## config.mk

```make
export PLATFORM = sky130hd
export DESIGN_NAME = ecg_ctrl
export DESIGN_NICKNAME = d
export VERILOG_FILES = /design/src/ecg_pkg.sv /design/src/ecg_cmp_if.sv /design/src/ecg_filter.sv /design/src/ecg_ctrl.sv
export SDC_FILE = /design/constraint.sdc
export NUM_CORES = 1
export LEC_CHECK = 0
export BUFFER_PORTS_ARGS = -buffer_cell sky130_fd_sc_hd__buf_2
export CORE_MARGIN = 2
export CORE_UTILIZATION = 59
export CTS_BUF_LIST = sky130_fd_sc_hd__clkbuf_2
export CTS_CLUSTER_SIZE = 25
export DETAILED_ROUTE_END_ITERATION = 10
export PLACE_DENSITY = 0.88
export SLEW_MARGIN = 25
export SYNTH_ARGS = -nofsm -noshare
export SYNTH_HDL_FRONTEND = slang
export SYNTH_SLANG_ARGS = --single-unit
```

## constraint.sdc

```tcl
create_clock -name sys_clk -period 3.16 [get_ports sys_clk]
set_clock_uncertainty 0.15 [all_clocks]
set_input_delay 0.316 -clock sys_clk [delete_from_list [all_inputs] [get_ports sys_clk]]
set_output_delay 0.316 -clock sys_clk [all_outputs]
set_load 0.03 [all_outputs]
```

## src/ecg_pkg.sv

```systemverilog
/*
 * ecg_pkg: constants shared by the electrochromic glass control block:
 * register offsets, field positions, reset values and filter timing.
 * Assumes a 25 MHz system clock and a plain strobe register port.
 */
package ecg_pkg;
	localparam int unsigned CLK_HZ = 25_000_000;

	// register offsets (word index on the plain port)
	localparam logic [3:0] OFS_CTRL   = 4'h0; // enable, discharge, range, target
	localparam logic [3:0] OFS_SUPCFG = 4'h1; // supply output settings, shutdown enables
	localparam logic [3:0] OFS_STAT   = 4'h2; // live loop state, read only
	localparam logic [3:0] OFS_IRQ    = 4'h3; // sticky events, write one to clear
	localparam logic [3:0] OFS_MASK   = 4'h4; // interrupt mask
	localparam logic [3:0] OFS_FAIL   = 4'h5; // supply failure latch, read and clear

	// control register fields
	localparam int unsigned CTRL_CODE_LSB = 0;  // six bit target code
	localparam int unsigned CTRL_EN_BIT   = 8;
	localparam int unsigned CTRL_LS_BIT   = 9;
	localparam int unsigned CTRL_HV_BIT   = 10;
	localparam logic [15:0] CTRL_RST      = 16'h0000;

	// supply configuration fields
	localparam int unsigned SUP_ON_BIT    = 0;  // own on/off setting
	localparam int unsigned SUP_PWM_BIT   = 1;  // own pwm select
	localparam int unsigned SUP_DIR_BIT   = 2;
	localparam int unsigned SUP_TMR_LSB   = 3;  // two timer select bits
	localparam int unsigned SUP_OVSD_BIT  = 5;
	localparam int unsigned SUP_UVSD_BIT  = 6;
	localparam int unsigned SUP_LOCK_BIT  = 7;
	localparam logic [7:0]  SUPCFG_RST    = 8'h80;

	// event bits in status, mask and sticky registers
	localparam int unsigned EV_ABOVE = 0;
	localparam int unsigned EV_BELOW = 1;
	localparam int unsigned EV_FAIL  = 2;
	localparam int unsigned EV_W     = 3;

	// full scale and clamp, in millivolts; one code step is 1500/64 mV
	localparam int unsigned FULL_SCALE_MV = 1500;
	localparam int unsigned CLAMP_MV      = 1200;
	localparam logic [5:0]  CLAMP_CODE    = 6'(CLAMP_MV * 64 / FULL_SCALE_MV);

	// comparator filter times in microseconds, then in cycles (rounded down, at least one)
	localparam int unsigned ABOVE_FILTER_US = 64;
	localparam int unsigned BELOW_FILTER_US = 64;
	localparam int unsigned ABOVE_FILTER_CYC =
		(ABOVE_FILTER_US * (CLK_HZ / 1_000_000) > 0) ? ABOVE_FILTER_US * (CLK_HZ / 1_000_000) : 1;
	localparam int unsigned BELOW_FILTER_CYC =
		(BELOW_FILTER_US * (CLK_HZ / 1_000_000) > 0) ? BELOW_FILTER_US * (CLK_HZ / 1_000_000) : 1;
	localparam int unsigned FILT_W = 12;
endpackage : ecg_pkg

```

## src/ecg_cmp_if.sv

```systemverilog
/*
 * ecg_cmp_if: carries one raw comparator level into a filter and the
 * settled flag back out. Assumes one shared clock domain.
 */
interface ecg_cmp_if;
	logic raw;
	logic flag;
	logic rise;
	modport filt (input raw, output flag, output rise);
	modport user (output raw, input flag, input rise);
endinterface : ecg_cmp_if

```

## src/ecg_filter.sv

```systemverilog
/*
 * ecg_filter: stability filter for one comparator level; the flag follows
 * the raw level only after it has stood unchanged for CYCLES clocks.
 * Assumes the raw level is synchronous to sys_clk.
 */
module ecg_filter #(
	parameter int unsigned CYCLES = 1
) (
	input  wire logic sys_clk,
	input  wire logic rst_n,
	ecg_cmp_if.filt   cmp
);
	typedef struct packed {
		logic [ecg_pkg::FILT_W-1:0] cnt;
		logic                       flag;
		logic                       rise;
	} ecg_filt_s;

	ecg_filt_s st_q;
	ecg_filt_s st_d;

	localparam logic [ecg_pkg::FILT_W-1:0] LAST = ecg_pkg::FILT_W'(CYCLES - 1);

	// count while the level differs from the flag; any bounce restarts the wait
	always_comb begin
		st_d      = st_q;
		st_d.rise = 1'b0;
		if (cmp.raw == st_q.flag) begin
			st_d.cnt = '0;
		end else if (st_q.cnt >= LAST) begin
			st_d.cnt  = '0;
			st_d.flag = cmp.raw;
			st_d.rise = cmp.raw;
		end else begin
			st_d.cnt = st_q.cnt + 1'b1;
		end
	end

	always_ff @(posedge sys_clk or negedge rst_n) begin
		if (!rst_n) begin
			st_q <= '0;
		end else begin
			st_q <= st_d;
		end
	end

	assign cmp.flag = st_q.flag;
	assign cmp.rise = st_q.rise;
endmodule : ecg_filter

```

## src/ecg_ctrl.sv

```systemverilog
/*
 * ecg_ctrl: digital control and supervision of the electrochromic glass
 * voltage loop: target code and clamp, fast discharge, filtered loop
 * flags, takeover of the supply high-side output, failure and restart.
 * Assumes analog comparators and fault detectors deliver levels
 * synchronous to sys_clk, and a register master that never waits.
 */
module ecg_ctrl (
	input  wire logic        sys_clk,
	input  wire logic        rst_n,
	// register port
	input  wire logic [3:0]  reg_addr,
	input  wire logic [31:0] reg_wdata,
	input  wire logic        reg_wr,
	input  wire logic        reg_rd,
	output logic      [31:0] reg_rdata,
	// analog loop comparators and supply supervision
	input  wire logic        cmp_above,
	input  wire logic        cmp_below,
	input  wire logic        cmp_within_margin,
	input  wire logic        sup_overcurrent,
	input  wire logic        sup_overvoltage,
	input  wire logic        sup_undervoltage,
	input  wire logic        thermal_shutdown_level_one,
	input  wire logic        sup_pwm_in,
	// analog loop controls
	output logic      [5:0]  glass_dac_code,
	output logic             loop_enable,
	output logic             fast_discharge_switch_on,
	output logic             gate_pin_discharge_on,
	output logic             gate_pin_hard_ground,
	output logic             glass_supply_output,
	output logic             above_target_flag,
	output logic             below_target_flag,
	output logic             irq
);
	typedef struct packed {
		logic [5:0]                glass_target_code;
		logic                      glass_control_enable;
		logic                      fast_discharge_sel;
		logic                      high_voltage_range_select;
		logic [7:0]                supcfg;
		logic                      failed;
		logic                      ls_active;
		logic [ecg_pkg::EV_W-1:0]  sticky;
		logic [ecg_pkg::EV_W-1:0]  mask;
		logic [31:0]               rdata;
		logic [5:0]                dac;
		logic                      loop_en;
		logic                      ls_out;
		logic                      gate_res;
		logic                      gate_gnd;
		logic                      sup_out;
		logic                      above;
		logic                      below;
		logic                      irq;
	} ecg_ctrl_s;

	ecg_ctrl_s st_q;
	ecg_ctrl_s st_d;

	ecg_cmp_if above_if ();
	ecg_cmp_if below_if ();

	assign above_if.raw = cmp_above;
	assign below_if.raw = cmp_below;

	// the above and below comparators each get their own filter time; the margin comparator is not filtered
	ecg_filter #(.CYCLES(ecg_pkg::ABOVE_FILTER_CYC)) u_above_filt (
		.sys_clk (sys_clk),
		.rst_n   (rst_n),
		.cmp     (above_if.filt)
	);
	ecg_filter #(.CYCLES(ecg_pkg::BELOW_FILTER_CYC)) u_below_filt (
		.sys_clk (sys_clk),
		.rst_n   (rst_n),
		.cmp     (below_if.filt)
	);

	// clamp the code when the high range is not selected; step size is unchanged
	function automatic logic [5:0] clamp_code(input logic [5:0] code, input logic hv);
		if (!hv && code > ecg_pkg::CLAMP_CODE) begin
			clamp_code = ecg_pkg::CLAMP_CODE;
		end else begin
			clamp_code = code;
		end
	endfunction : clamp_code

	// register read image for one offset
	function automatic logic [31:0] read_word(input ecg_ctrl_s s, input logic [3:0] a,
	                                          input logic af, input logic bf);
		read_word = 32'h0000_0000;
		case (a)
			ecg_pkg::OFS_CTRL: begin
				read_word[ecg_pkg::CTRL_CODE_LSB +: 6] = s.glass_target_code;
				read_word[ecg_pkg::CTRL_EN_BIT]        = s.glass_control_enable;
				read_word[ecg_pkg::CTRL_LS_BIT]        = s.fast_discharge_sel;
				read_word[ecg_pkg::CTRL_HV_BIT]        = s.high_voltage_range_select;
			end
			ecg_pkg::OFS_SUPCFG: read_word[7:0] = s.supcfg;
			ecg_pkg::OFS_STAT: begin
				read_word[ecg_pkg::EV_ABOVE] = af;
				read_word[ecg_pkg::EV_BELOW] = bf;
				read_word[ecg_pkg::EV_FAIL]  = s.failed;
			end
			ecg_pkg::OFS_IRQ:  read_word[ecg_pkg::EV_W-1:0] = s.sticky;
			ecg_pkg::OFS_MASK: read_word[ecg_pkg::EV_W-1:0] = s.mask;
			ecg_pkg::OFS_FAIL: read_word[0] = s.failed;
			default:           read_word = 32'h0000_0000; // unmapped reads as zero
		endcase
	endfunction : read_word

	logic sup_fault;
	logic glass_mode;
	logic own_output;

	always_comb begin
		// all four failure causes count while enabled, whatever the shutdown enables say
		sup_fault  = sup_overcurrent | sup_overvoltage | sup_undervoltage
		           | thermal_shutdown_level_one;
		glass_mode = st_q.glass_control_enable;
		// own settings of the supply output, used only outside glass mode
		own_output = st_q.supcfg[ecg_pkg::SUP_PWM_BIT] ? sup_pwm_in
		           : st_q.supcfg[ecg_pkg::SUP_ON_BIT];

		st_d       = st_q;
		st_d.rdata = 32'h0000_0000;

		// register writes
		if (reg_wr) begin
			case (reg_addr)
				ecg_pkg::OFS_CTRL: begin
					st_d.glass_target_code         = reg_wdata[ecg_pkg::CTRL_CODE_LSB +: 6];
					st_d.glass_control_enable      = reg_wdata[ecg_pkg::CTRL_EN_BIT];
					st_d.fast_discharge_sel        = reg_wdata[ecg_pkg::CTRL_LS_BIT];
					st_d.high_voltage_range_select = reg_wdata[ecg_pkg::CTRL_HV_BIT];
				end
				ecg_pkg::OFS_SUPCFG: st_d.supcfg = reg_wdata[7:0];
				ecg_pkg::OFS_IRQ:    st_d.sticky = st_q.sticky & ~reg_wdata[ecg_pkg::EV_W-1:0];
				ecg_pkg::OFS_MASK:   st_d.mask   = reg_wdata[ecg_pkg::EV_W-1:0];
				default: ;
			endcase
		end

		// reads; reading the failure register clears the latch
		if (reg_rd) begin
			st_d.rdata = read_word(st_q, reg_addr, above_if.flag, below_if.flag);
			if (reg_addr == ecg_pkg::OFS_FAIL) begin
				st_d.failed = 1'b0;
			end
		end

		// automatic restart when the lock is disabled and the fault is gone
		if (!st_q.supcfg[ecg_pkg::SUP_LOCK_BIT] && !sup_fault) begin
			st_d.failed = 1'b0;
		end

		// a failure during glass control wins over any clear in the same cycle;
		// enable and discharge select are left untouched
		if (glass_mode && sup_fault) begin
			st_d.failed            = 1'b1;
			st_d.glass_target_code = 6'h00;
		end

		// fast discharge runs until the pin is inside the margin above target
		if (st_d.fast_discharge_sel && !st_q.fast_discharge_sel) begin
			st_d.ls_active = 1'b1;
		end
		if (!st_d.fast_discharge_sel || cmp_within_margin) begin
			st_d.ls_active = 1'b0;
		end

		// sticky events: set beats a same-cycle write-one clear
		if (above_if.rise) begin
			st_d.sticky[ecg_pkg::EV_ABOVE] = 1'b1;
		end
		if (below_if.rise) begin
			st_d.sticky[ecg_pkg::EV_BELOW] = 1'b1;
		end
		if (glass_mode && sup_fault && !st_q.failed) begin
			st_d.sticky[ecg_pkg::EV_FAIL] = 1'b1;
		end

		// output images, every one registered
		st_d.dac     = clamp_code(st_d.glass_target_code,
		                          st_d.high_voltage_range_select);
		st_d.loop_en = st_d.glass_control_enable && !st_d.failed
		             && !sup_fault;
		st_d.ls_out  = st_d.ls_active;
		st_d.gate_res = !st_d.glass_control_enable;
		st_d.gate_gnd = st_d.glass_control_enable && st_d.failed;
		if (st_d.glass_control_enable) begin
			// forced on unless failed or faulted; own pwm, direction and timer ignored
			st_d.sup_out = !st_d.failed && !sup_fault;
		end else begin
			// own settings take over again as soon as the enable drops
			st_d.sup_out = own_output;
		end
		st_d.above = above_if.flag;
		st_d.below = below_if.flag;
		st_d.irq   = |(st_d.sticky & st_d.mask);
	end

	always_ff @(posedge sys_clk or negedge rst_n) begin
		if (!rst_n) begin
			st_q                           <= '0;
			st_q.glass_target_code         <= ecg_pkg::CTRL_RST[5:0];
			st_q.supcfg                    <= ecg_pkg::SUPCFG_RST;
			st_q.gate_res                  <= 1'b1; // gate held low from reset
		end else begin
			st_q <= st_d;
		end
	end

	assign reg_rdata                = st_q.rdata;
	assign glass_dac_code           = st_q.dac;
	assign loop_enable              = st_q.loop_en;
	assign fast_discharge_switch_on = st_q.ls_out;
	assign gate_pin_discharge_on    = st_q.gate_res;
	assign gate_pin_hard_ground     = st_q.gate_gnd;
	assign glass_supply_output      = st_q.sup_out;
	assign above_target_flag        = st_q.above;
	assign below_target_flag        = st_q.below;
	assign irq                      = st_q.irq;
endmodule : ecg_ctrl

```

==> flow_summary.toml, run 1 <==
[run_status]
status = "finished clean"

[global_routing]
grt_pass1_vias = 2373
grt_max_degree = 45
grt_overflow = 0
antenna_found_initial = 0
grt_util_all_layers_pct = 21.5
grt_pass1_wl_um = 10600

[logic_synthesis]
postSynthCellCount = 318
synth.area.top_cells = "dfrtp_1 53%, buf_4 8.0%, mux2_2 4.7%"
netlist_area_um2 = 3560
synth_edf_count = 0
ys_types = 47
synth_warnings = 0
ys_seq_area_share_pct = 54.2
yosys_register_bits = 77
yosysTopAreaCellShare_pct = 52.7
async_flop_share_pct = 100
synth_ff_type = "dfrtp_1"
syn_area_per_cell_um2 = 11.2
yosysTopAreaCell = "dfrtp_1"

[placed_design]
numPortBuffers = 51
place_hpwl_um = 4500
gp_congestion = 0.866

[finish]
layout-drive-gt1-share_pct = 23.6
diodes = 0
area_growth_pct = 12.4
nNetsFinal = 427

[routing]
routed_wirelength_um = 6720
dr_total_vias = 2425
via_per_inst = 5.31
drt-initial-drc-count = 159
firstDrtPassIters = 4
avgRoutedWirePerCell_um = 14.7
ant_nets = 0
remaining_drc_errors = 0

[min_path]
min_path_type = "in -> reg"

[setup_path]
endpoint_kind = "flip-flop"
crit_type = "in -> reg"
crit_path_max_incr_delay_ps = 640
cp.arrival_ps = 2570
required_ps = 3490
cp_max_fo = 10
worst_setup_path_start_kind = "input port"
slowest_stage = "or4b_1"
crit_chain = "dlygate4sd3_1 -> buf_2 -> or4b_1 -> nor2_8 -> mux2i_2 -> mux2i_1"

[pwr]
leakage_nw = 1.92
max-vdd-ir-drop_mv = 0.320
power.density_nw_per_um2 = 531

[timing]
hold_viol = 0
max_slew_margin_pct = 43.8
worst_pin_slew_ps = 835
finalSetupViolCount = 0
drv_slew = 0
holdWs_ps = 40.6
layout_min_cycle_time_ps = 2250
period_share_pct = 71.1
finalSetupTns_ps = 0
rsz0062_at_grt = "no"
max_freq_ghz = 0.445

[clock_network]
clk_latency_ps = 530
cts_sinks = 77
h-tree-depth = 3
cts_tree = "done"
root_buffer = "clkbuf_2"
cts_resized = 0
path_clk_slew_ps = 220
numCtsBuffers = 9
max-clock-path-buffers = 2

[floorplan]
num_rows = 28
die-area_um2 = 6670
start_util_pct = 60.5
core_area_um2 = 5890
io_pins = 94
die_w_um = 81.7
die_y_um = 81.7

[run]
cap_violations = 0
==> area by class of cell <==
class | instances | area [µm²]
clock buffers | 9 | 45.0
clock inverters | 7 | 90.1
fillers | 437 | 1880
inverters | 12 | 45.0
multi-input cells | 206 | 1340
flip-flops and latches | 77 | 1930
well taps | 75 | 93.8
repair buffers | 71 | 465
==> final timing paths <==
check / slack (ps) / end / from / depth (start not counted)
worst min-delay path: 40 / loop_enable / thermal_shutdown_level_one / 4
max in group asynchronous: 1900 / st_q[61] / rst_n / 3
worst max-delay path: 910 / glass_supply_output / reg_addr[3] / 6
worst min register to register: 320 / st_q[50] / u_below_filt.cmp.rise / 2
min in group asynchronous: 200 / st_q[63] / rst_n / 2
worst max register to register: 1280 / u_above_filt.st_q[12] / u_above_filt.st_q[2] / 5
==> stage by stage <==
step	utilization, %	std cells	power (mW)	area, µm²	setup WS, ps
global route	68.0	457	2.22	4000	851
finish	68.0	457	2.13	4000	914
CTS	68.0	457	2.13	4000	962
detailed placement	62.5	422	1.52	3680	825
global placement	62.5	422	1.51	3680	869
floorplan	-	340	1.44	3640	1130
==> kinds of logic (layout without fill, tap and decap cells) <==
logic type | count (synthesis) | in the layout | synth area share [%]
DFF | 77 | 77 | 54.2
buffers and inverters | 57 | 99 | 10.6
adders and majority gates | 2 | 2 | 0.703
AOI/OAI and AO/OA | 38 | 38 | 7.34
xor gates and xnor gates | 18 | 18 | 4.43
and+or+nand+nor | 99 | 99 | 14.2
muxes | 26 | 26 | 8.40
other | 1 | 23 | 0.105
==> cells in the final DEF, fill, tap and decap left out, types with 2 or more instances in the layout <==
cell | netlist | layout
nand3b_1 | 3 | 3
nand2_1 | 16 | 16
nor3_1 | 8 | 8
mux2i_1 | 9 | 9
clkbuf_2 | 0 | 9
a31oi_1 | 5 | 5
o21ai_0 | 9 | 9
xnor2_1 | 14 | 14
inv_1 | 12 | 12
dlygate4sd3_1 | 0 | 19
and3_1 | 3 | 3
mux2_2 | 15 | 15
clkinvlp_4 | 0 | 2
and2_1 | 5 | 5
clkinv_2 | 0 | 3
a21oi_1 | 7 | 7
nor2b_1 | 4 | 4
a311o_1 | 2 | 2
a22o_1 | 5 | 5
conb_1 | 1 | 23
dfstp_2 | 2 | 2
nor3b_1 | 2 | 2
xor2_1 | 4 | 4
dfrtp_1 | 75 | 75
nand3_1 | 7 | 7
ha_1 | 2 | 2
buf_2 | 0 | 51
a222oi_1 | 2 | 2
nor4_1 | 4 | 4
nor2_1 | 38 | 38
bufinv_16 | 0 | 2
==> cell usage after synthesis, drive strengths merged, types with 4 or more instances <==
cell type / instances
xnor2: 14
xor2: 4
clkbuf: 4
mux2i: 10
nor3: 9
buf: 41
a22o: 5
and2: 5
o21ai: 9
mux2: 15
dfrtp: 75
nand3: 7
inv: 12
a31oi: 5
nor4: 4
nor2: 39
nor2b: 4
a21oi: 7
nand2: 16
==> layer usage <==
layer | track usage [%] | vias up | routed length (µm)
li1 | - | 1144 | -
met1 | 24.2 | 1178 | 2640
met2 | 38.5 | 89 | 3540
met3 | 3.74 | 14 | 388
met4 | 11.7 | 0 | 150
met5 | 0 | - | 0
==> critical path: cells and delay by family <==
family                 cells  cell delay (ps)
AND/OR/NAND/NOR            2              920
buffers and inverters      2              690
multiplexers               2              640
==> flip-flops by register name (all words and copies together) (netlist names) <==
signal	count
above_target_flag	1
below_target_flag	1
fast_discharge_switch_on	1
gate_pin_discharge_on	1
gate_pin_hard_ground	1
glass_dac_code	6
glass_mode	1
glass_supply_output	1
irq	1
loop_enable	1
reg_rdata	11
st_q	23
u_above_filt.cmp.flag	1
u_above_filt.cmp.rise	1
u_above_filt.st_q	12
u_below_filt.cmp.flag	1
u_below_filt.cmp.rise	1
u_below_filt.st_q	12
==> where the power goes <==
part / internal (mW) / total [mW] / switching (mW) / leakage, nW
logic: 0.143 / 0.381 / 0.238 / 0.844
registers: 1.08 / 1.15 / 0.0628 / 1.00
clock network: 0.257 / 0.599 / 0.342 / 0.0777
total: 1.48 / 2.13 / 0.642 / 1.92
==> timing repair <==
item                                    CTS  global route
hold endpoints to repair                 68             0
setup buffers                             0             0
hold buffers                             19             0
endpoints found under the setup margin    0             0
No activity file was read; power rests on OpenSTA's default activity.
==> run 2: changes to the inputs <==
CORE_UTILIZATION = 54   (was 59)
PLACE_DENSITY = 0.81   (was 0.88)
clock period = 2.1 ns   (was 3.16 ns; I/O delays follow)
==> run 2 against run 1 <==
Effect of this change:
- sequential power grew 50%
- highest routed layer unchanged
- critical endpoint is now glass_dac_code[2]
- utilization shrank 2.5 points
- largest cell class unchanged
- cell count grew 3.9%
- combinational power grew 58%
- first-iteration DRC count shrank 1.3%
==> flow_summary.toml, run 2 (synthesis results as in run 1) <==
[run_status]
status = "finished clean"

[setup_path]
cp_max_fo = 6
crit_path_max_incr_delay_ps = 660
endpoint_kind = "flip-flop"
cp.arrival_ps = 2330
worst_setup_path_start_kind = "input port"
slowest_stage = "or4b_1"
crit_chain = "dlygate4sd3_1 -> buf_2 -> or4b_1 -> nor2_8 -> buf_4 -> mux2i_1 -> nor3_1"
crit_family = "simple AND/OR/NAND/NOR gates"
worst-path-buf-inv = 3
required_ps = 2360
crit_type = "in -> reg"

[pwr]
clockPowerShare_pct = 30.6
intPower_mw = 2.39
power_frac_seq_pct = 51.4
combPwrFrac_pct = 18.0
power.density_nw_per_um2 = 805
finalPower_mw = 3.35
leakage_nw = 2.01
switching_share_pct = 28.7
max-vdd-ir-drop_mv = 0.548
p_sw_mw = 0.962

[clock_network]
root_buffer = "clkbuf_2"
max-clock-path-buffers = 2
h-tree-depth = 3
numCtsBuffers = 9
path_clk_slew_ps = 220
cts_sinks = 77
clk_latency_ps = 480
cts_resized = 0
cts_tree = "done"

[finish]
mostFrequentLayoutCells = "75 x dfrtp_1, 51 x buf_2, 38 x nor2_1"
layout_commonest_cell = "dfrtp_1"
fin_util_pct = 65.5
diodes = 0
layout-drive-gt1-share_pct = 25.6
n_fill_cell = 471
area_growth_pct = 16.8
largest_reg_flops = 23
regArea_um2 = 1930
stdcell_area_um2 = 4160
largestRegisters = "st_q x23, u_above_filt.st_q x12, u_below_filt.st_q x12"
nNetsFinal = 443
multi_input_area_um2 = 1340
largest_register = "st_q"

[timing]
layout_min_cycle_time_ps = 2070
finalSetupViolCount = 0
max_freq_ghz = 0.483
drv_slew = 0
period_share_pct = 98.7
worst_pin_slew_ps = 541
hold_viol = 0
finalSetupTns_ps = 0
timing.final.ws_setup_ps = 27.8
max_slew_margin_pct = 63.9
rsz0062_at_grt = "no"

[global_routing]
antenna_found_initial = 0
grt_pass1_wl_um = 11500
grt_pass1_vias = 2517
grt_overflow = 0
grt_max_degree = 35
grt_util_all_layers_pct = 20.2

[routing]
remaining_drc_errors = 0
dr_total_vias = 2484
via_per_inst = 5.23
ant_nets = 0
firstDrtPassIters = 4
drt-initial-drc-count = 157
avgRoutedWirePerCell_um = 14.8
routed_wirelength_um = 7040

[min_path]
min_path_type = "in -> reg"

[floorplan]
num_rows = 29
die_y_um = 85.2
io_pins = 94
start_util_pct = 56.1
core_area_um2 = 6350
die_w_um = 85.2
die-area_um2 = 7260

[placed_design]
post-place-ws_ps = 39.6
dpl_cell_area_um2 = 3780
numPortBuffers = 51
gp_congestion = 0.875
place_hpwl_um = 4780

[run]
cap_violations = 0
run 2: changes by cell type in the layout (fill, tap and decap cells not counted), sizes merged:
cell and change:
dlygate4sd3 +3, clkinv -2, inv +1, bufinv +1, buf +13, clkinvlp -1
clkbuf +1
run 2: tightest hold or removal path: stages:
cell and delay [ps]:
buf_2 110, buf_4 150, nand4_1 70, a21oi_1 80
inv_1 50
run 2: layout make-up:
type,instances,share of cell area [%]
clock buffers,10,1.20
inverters,12,1.08
clock inverters,6,2.65
multi-input cells,206,32.1
repair buffers,87,14.3
flip-flops and latches,77,46.4
well taps,77,2.32
run 2: power by group through the flow:
stage	clock [mW]	sequential (mW)	combinational (mW)
floorplan	0	1.78	0.380
global placement	0	1.74	0.555
detailed placement	0	1.75	0.569
CTS	1.04	1.72	0.602
global route	1.10	1.74	0.657
finish	1.03	1.72	0.602
run 2: path summary, 6_finish.rpt:
| kind | startpoint | to | slack (ps) | cells past startpoint |
|---|---|---|---|---|
| worst max-delay path | reg_addr[3] | glass_dac_code[2] | 30 | 7 |
| max in group asynchronous | rst_n | above_target_flag | 1060 | 3 |
| min in group asynchronous | rst_n | glass_supply_output | 60 | 2 |
| worst min register to register | u_below_filt.cmp.rise | st_q[50] | 330 | 2 |
| worst min-delay path | reg_wr | st_q[50] | 50 | 5 |
| worst max register to register | u_below_filt.st_q[2] | u_below_filt.st_q[5] | 240 | 5 |
run 2: metrics by stage:
stage / std cells / hold WS [ps]
CTS: 475 / 24.9
floorplan: 340 / -236
global route: 475 / 8.49
global placement: 437 / 61.4
detailed placement: 437 / 66.1
finish: 475 / 47.1
run 2: layer usage:
metal	vias up	part of all wire (%)	global-route usage, %
met2	78	52	35.3
li1	1179	-	-
met4	0	2.4	9.24
met5	-	0	0
met3	18	4.4	3.89
met1	1209	41	24.1
run 2: what timing repair did:
item                                    CTS  global route
hold buffers                             22             0
endpoints found under the hold margin   119             0
endpoints found under the setup margin    0             0
buffers inserted                          0             0
==> run 3: changes to the inputs <==
BUFFER_PORTS_ARGS = -buffer_cell sky130_fd_sc_hd__clkbuf_2   (was -buffer_cell sky130_fd_sc_hd__buf_2)
==> run 3 against run 2 <==
Effect of this change:
- utilization is 0.16 points higher
- total power down 7.7%
- critical endpoint is now st_q[53]
- critical path depth fell by 1
- largest cell class unchanged
==> flow_summary.toml, run 3 (synthesis results as in run 1) <==
[setup_path]
crit_path_max_incr_delay_ps = 590
cp.arrival_ps = 2270
required_ps = 2370
crit_family = "buffers and inverters"
reg2reg_from = "u_above_filt.st_q[2]"
worst-path-buf-inv = 3
r2r_end = "u_above_filt.st_q[11]"
worst_setup_path_start_kind = "input port"
endpoint_kind = "flip-flop"
cp_max_fo = 4
slowest_stage = "dlygate4sd3_1"
crit_type = "in -> reg"
ff2ff_setup_slack_ps = 240
reg2reg_depth = 5
cpMostUsedCell = "dlygate4sd3_1"
crit_chain = "dlygate4sd3_1 -> clkbuf_2 -> or4_1 -> dlygate4sd3_1 -> a21oi_1 -> nor2_1"
cp.depth = 6

[clock_network]
h-tree-depth = 3
max-clock-path-buffers = 2
clk_latency_ps = 520
numCtsBuffers = 9
cts_tree = "done"
path_clk_slew_ps = 190
root_buffer = "clkbuf_2"
cts_sinks = 77

[placed_design]
dpl_cell_area_um2 = 3780
place_hpwl_um = 4570
numPortBuffers = 51
gp_congestion = 0.888
place_inst = 437

[finish]
largest_register = "st_q"
area_growth_pct = 17.1
largest_reg_flops = 23
n_fill_cell = 485
finalNonFillerCells = 480
largestRegisters = "st_q x23, u_above_filt.st_q x12, u_below_filt.st_q x12"
layout-drive-gt1-share_pct = 25.3
nNetsFinal = 448
mostFrequentLayoutCells = "75 x dfrtp_1, 60 x clkbuf_2, 38 x nor2_1"
layout_commonest_cell = "dfrtp_1"
stdcell_area_um2 = 4170
diodes = 0

[global_routing]
grt_util_all_layers_pct = 19.2
grt_overflow = 0
antenna_found_initial = 0
grt_max_degree = 50
grt_pass1_vias = 2412
grt_pass1_wl_um = 10800

[run_status]
status = "finished clean"

[routing]
remaining_drc_errors = 0
routed-wl-met3_um = 338
firstDrtPassIters = 4
ant_nets = 0
routed_wirelength_um = 6680
drt-met1-wl_um = 2820
topRoutingLayerUsed = "met4"
dr_wl_met2_um = 3430
via_per_inst = 5.14
avgRoutedWirePerCell_um = 13.9
drt-initial-drc-count = 164
dr_total_vias = 2465

[floorplan]
die_y_um = 85.2
core_area_um2 = 6350
die_w_um = 85.2
start_util_pct = 56.1
num_rows = 29
die-area_um2 = 7260
io_pins = 94

[timing]
holdWs_ps = 26.5
drv_slew = 0
rsz0062_at_grt = "no"
layout_min_cycle_time_ps = 2000
hold_viol = 0
finalSetupTns_ps = 0
period_share_pct = 95.3
max_freq_ghz = 0.500
finalSetupViolCount = 0

[min_path]
min_path_type = "in -> async"

[run]
cap_violations = 0

[pwr]
max-vdd-ir-drop_mv = 0.451
leakage_nw = 2.00
power.density_nw_per_um2 = 741
finalPower_mw = 3.09
==> run 3: power breakdown <==
group	internal (mW)	total, mW	switching [mW]
logic	0.250	0.612	0.362
registers	1.63	1.72	0.0879
clock network	0.266	0.758	0.491
total	2.15	3.09	0.941
==> run 3: cell type report <==
class	instances	area (µm²)	share of cell area, %
flip-flops and latches	77	1930	46.3
multi-input cells	206	1340	32.1
repair buffers	92	656	15.7
well taps	77	96.3	2.31
clock inverters	6	53.8	1.29
clock buffers	10	50.0	1.20
inverters	12	45.0	1.08
==> run 3: per-layer routing <==
metal / vias up / track usage [%]
met1: 1188 / 23.6
met4: 0 / 7.79
met3: 10 / 3.70
met5: - / 0
li1: 1187 / -
met2: 80 / 33.2
==> run 3: worst register-to-register path, delay by kind of cell, from the launching register on <==
family	cells	cell delay, ps
AOI/OAI and AO/OA	2	730
DFF	1	440
adders and majority gates	1	230
and+or+nand+nor	2	220
==> run 3: how the worst max path moves through the flow <==
stage | from | endpoint | slack [ps]
detailed placement | reg_addr[0] | glass_dac_code[2] | 0.7
floorplan | reg_addr[0] | glass_supply_output | 180
global route | reg_addr[3] | glass_supply_output | 40
global placement | reg_addr[0] | gate_pin_hard_ground | 40
CTS | reg_addr[0] | glass_supply_output | 70
finish | sup_overvoltage | st_q[53] | 100
==> run 3: what timing repair did <==
| action | CTS | global route |
|---|---|---|
| setup buffers | 0 | 0 |
| hold buffers | 27 | 0 |
| hold endpoints to repair | 119 | 0 |
| endpoints found under the setup margin | 0 | 1 |
| gates resized for setup | 0 | 1 |
==> run 3: per-stage QoR <==
| stage | setup WS, ps | util (%) |
|---|---|---|
| final | 98.6 | 65.7 |
| after global routing | 39.3 | 65.7 |
| after CTS | 70.6 | 65.6 |
| after detailed placement | 0.707 | 59.5 |
| after global placement | 44.9 | 59.5 |
| after floorplan | 178 | - |
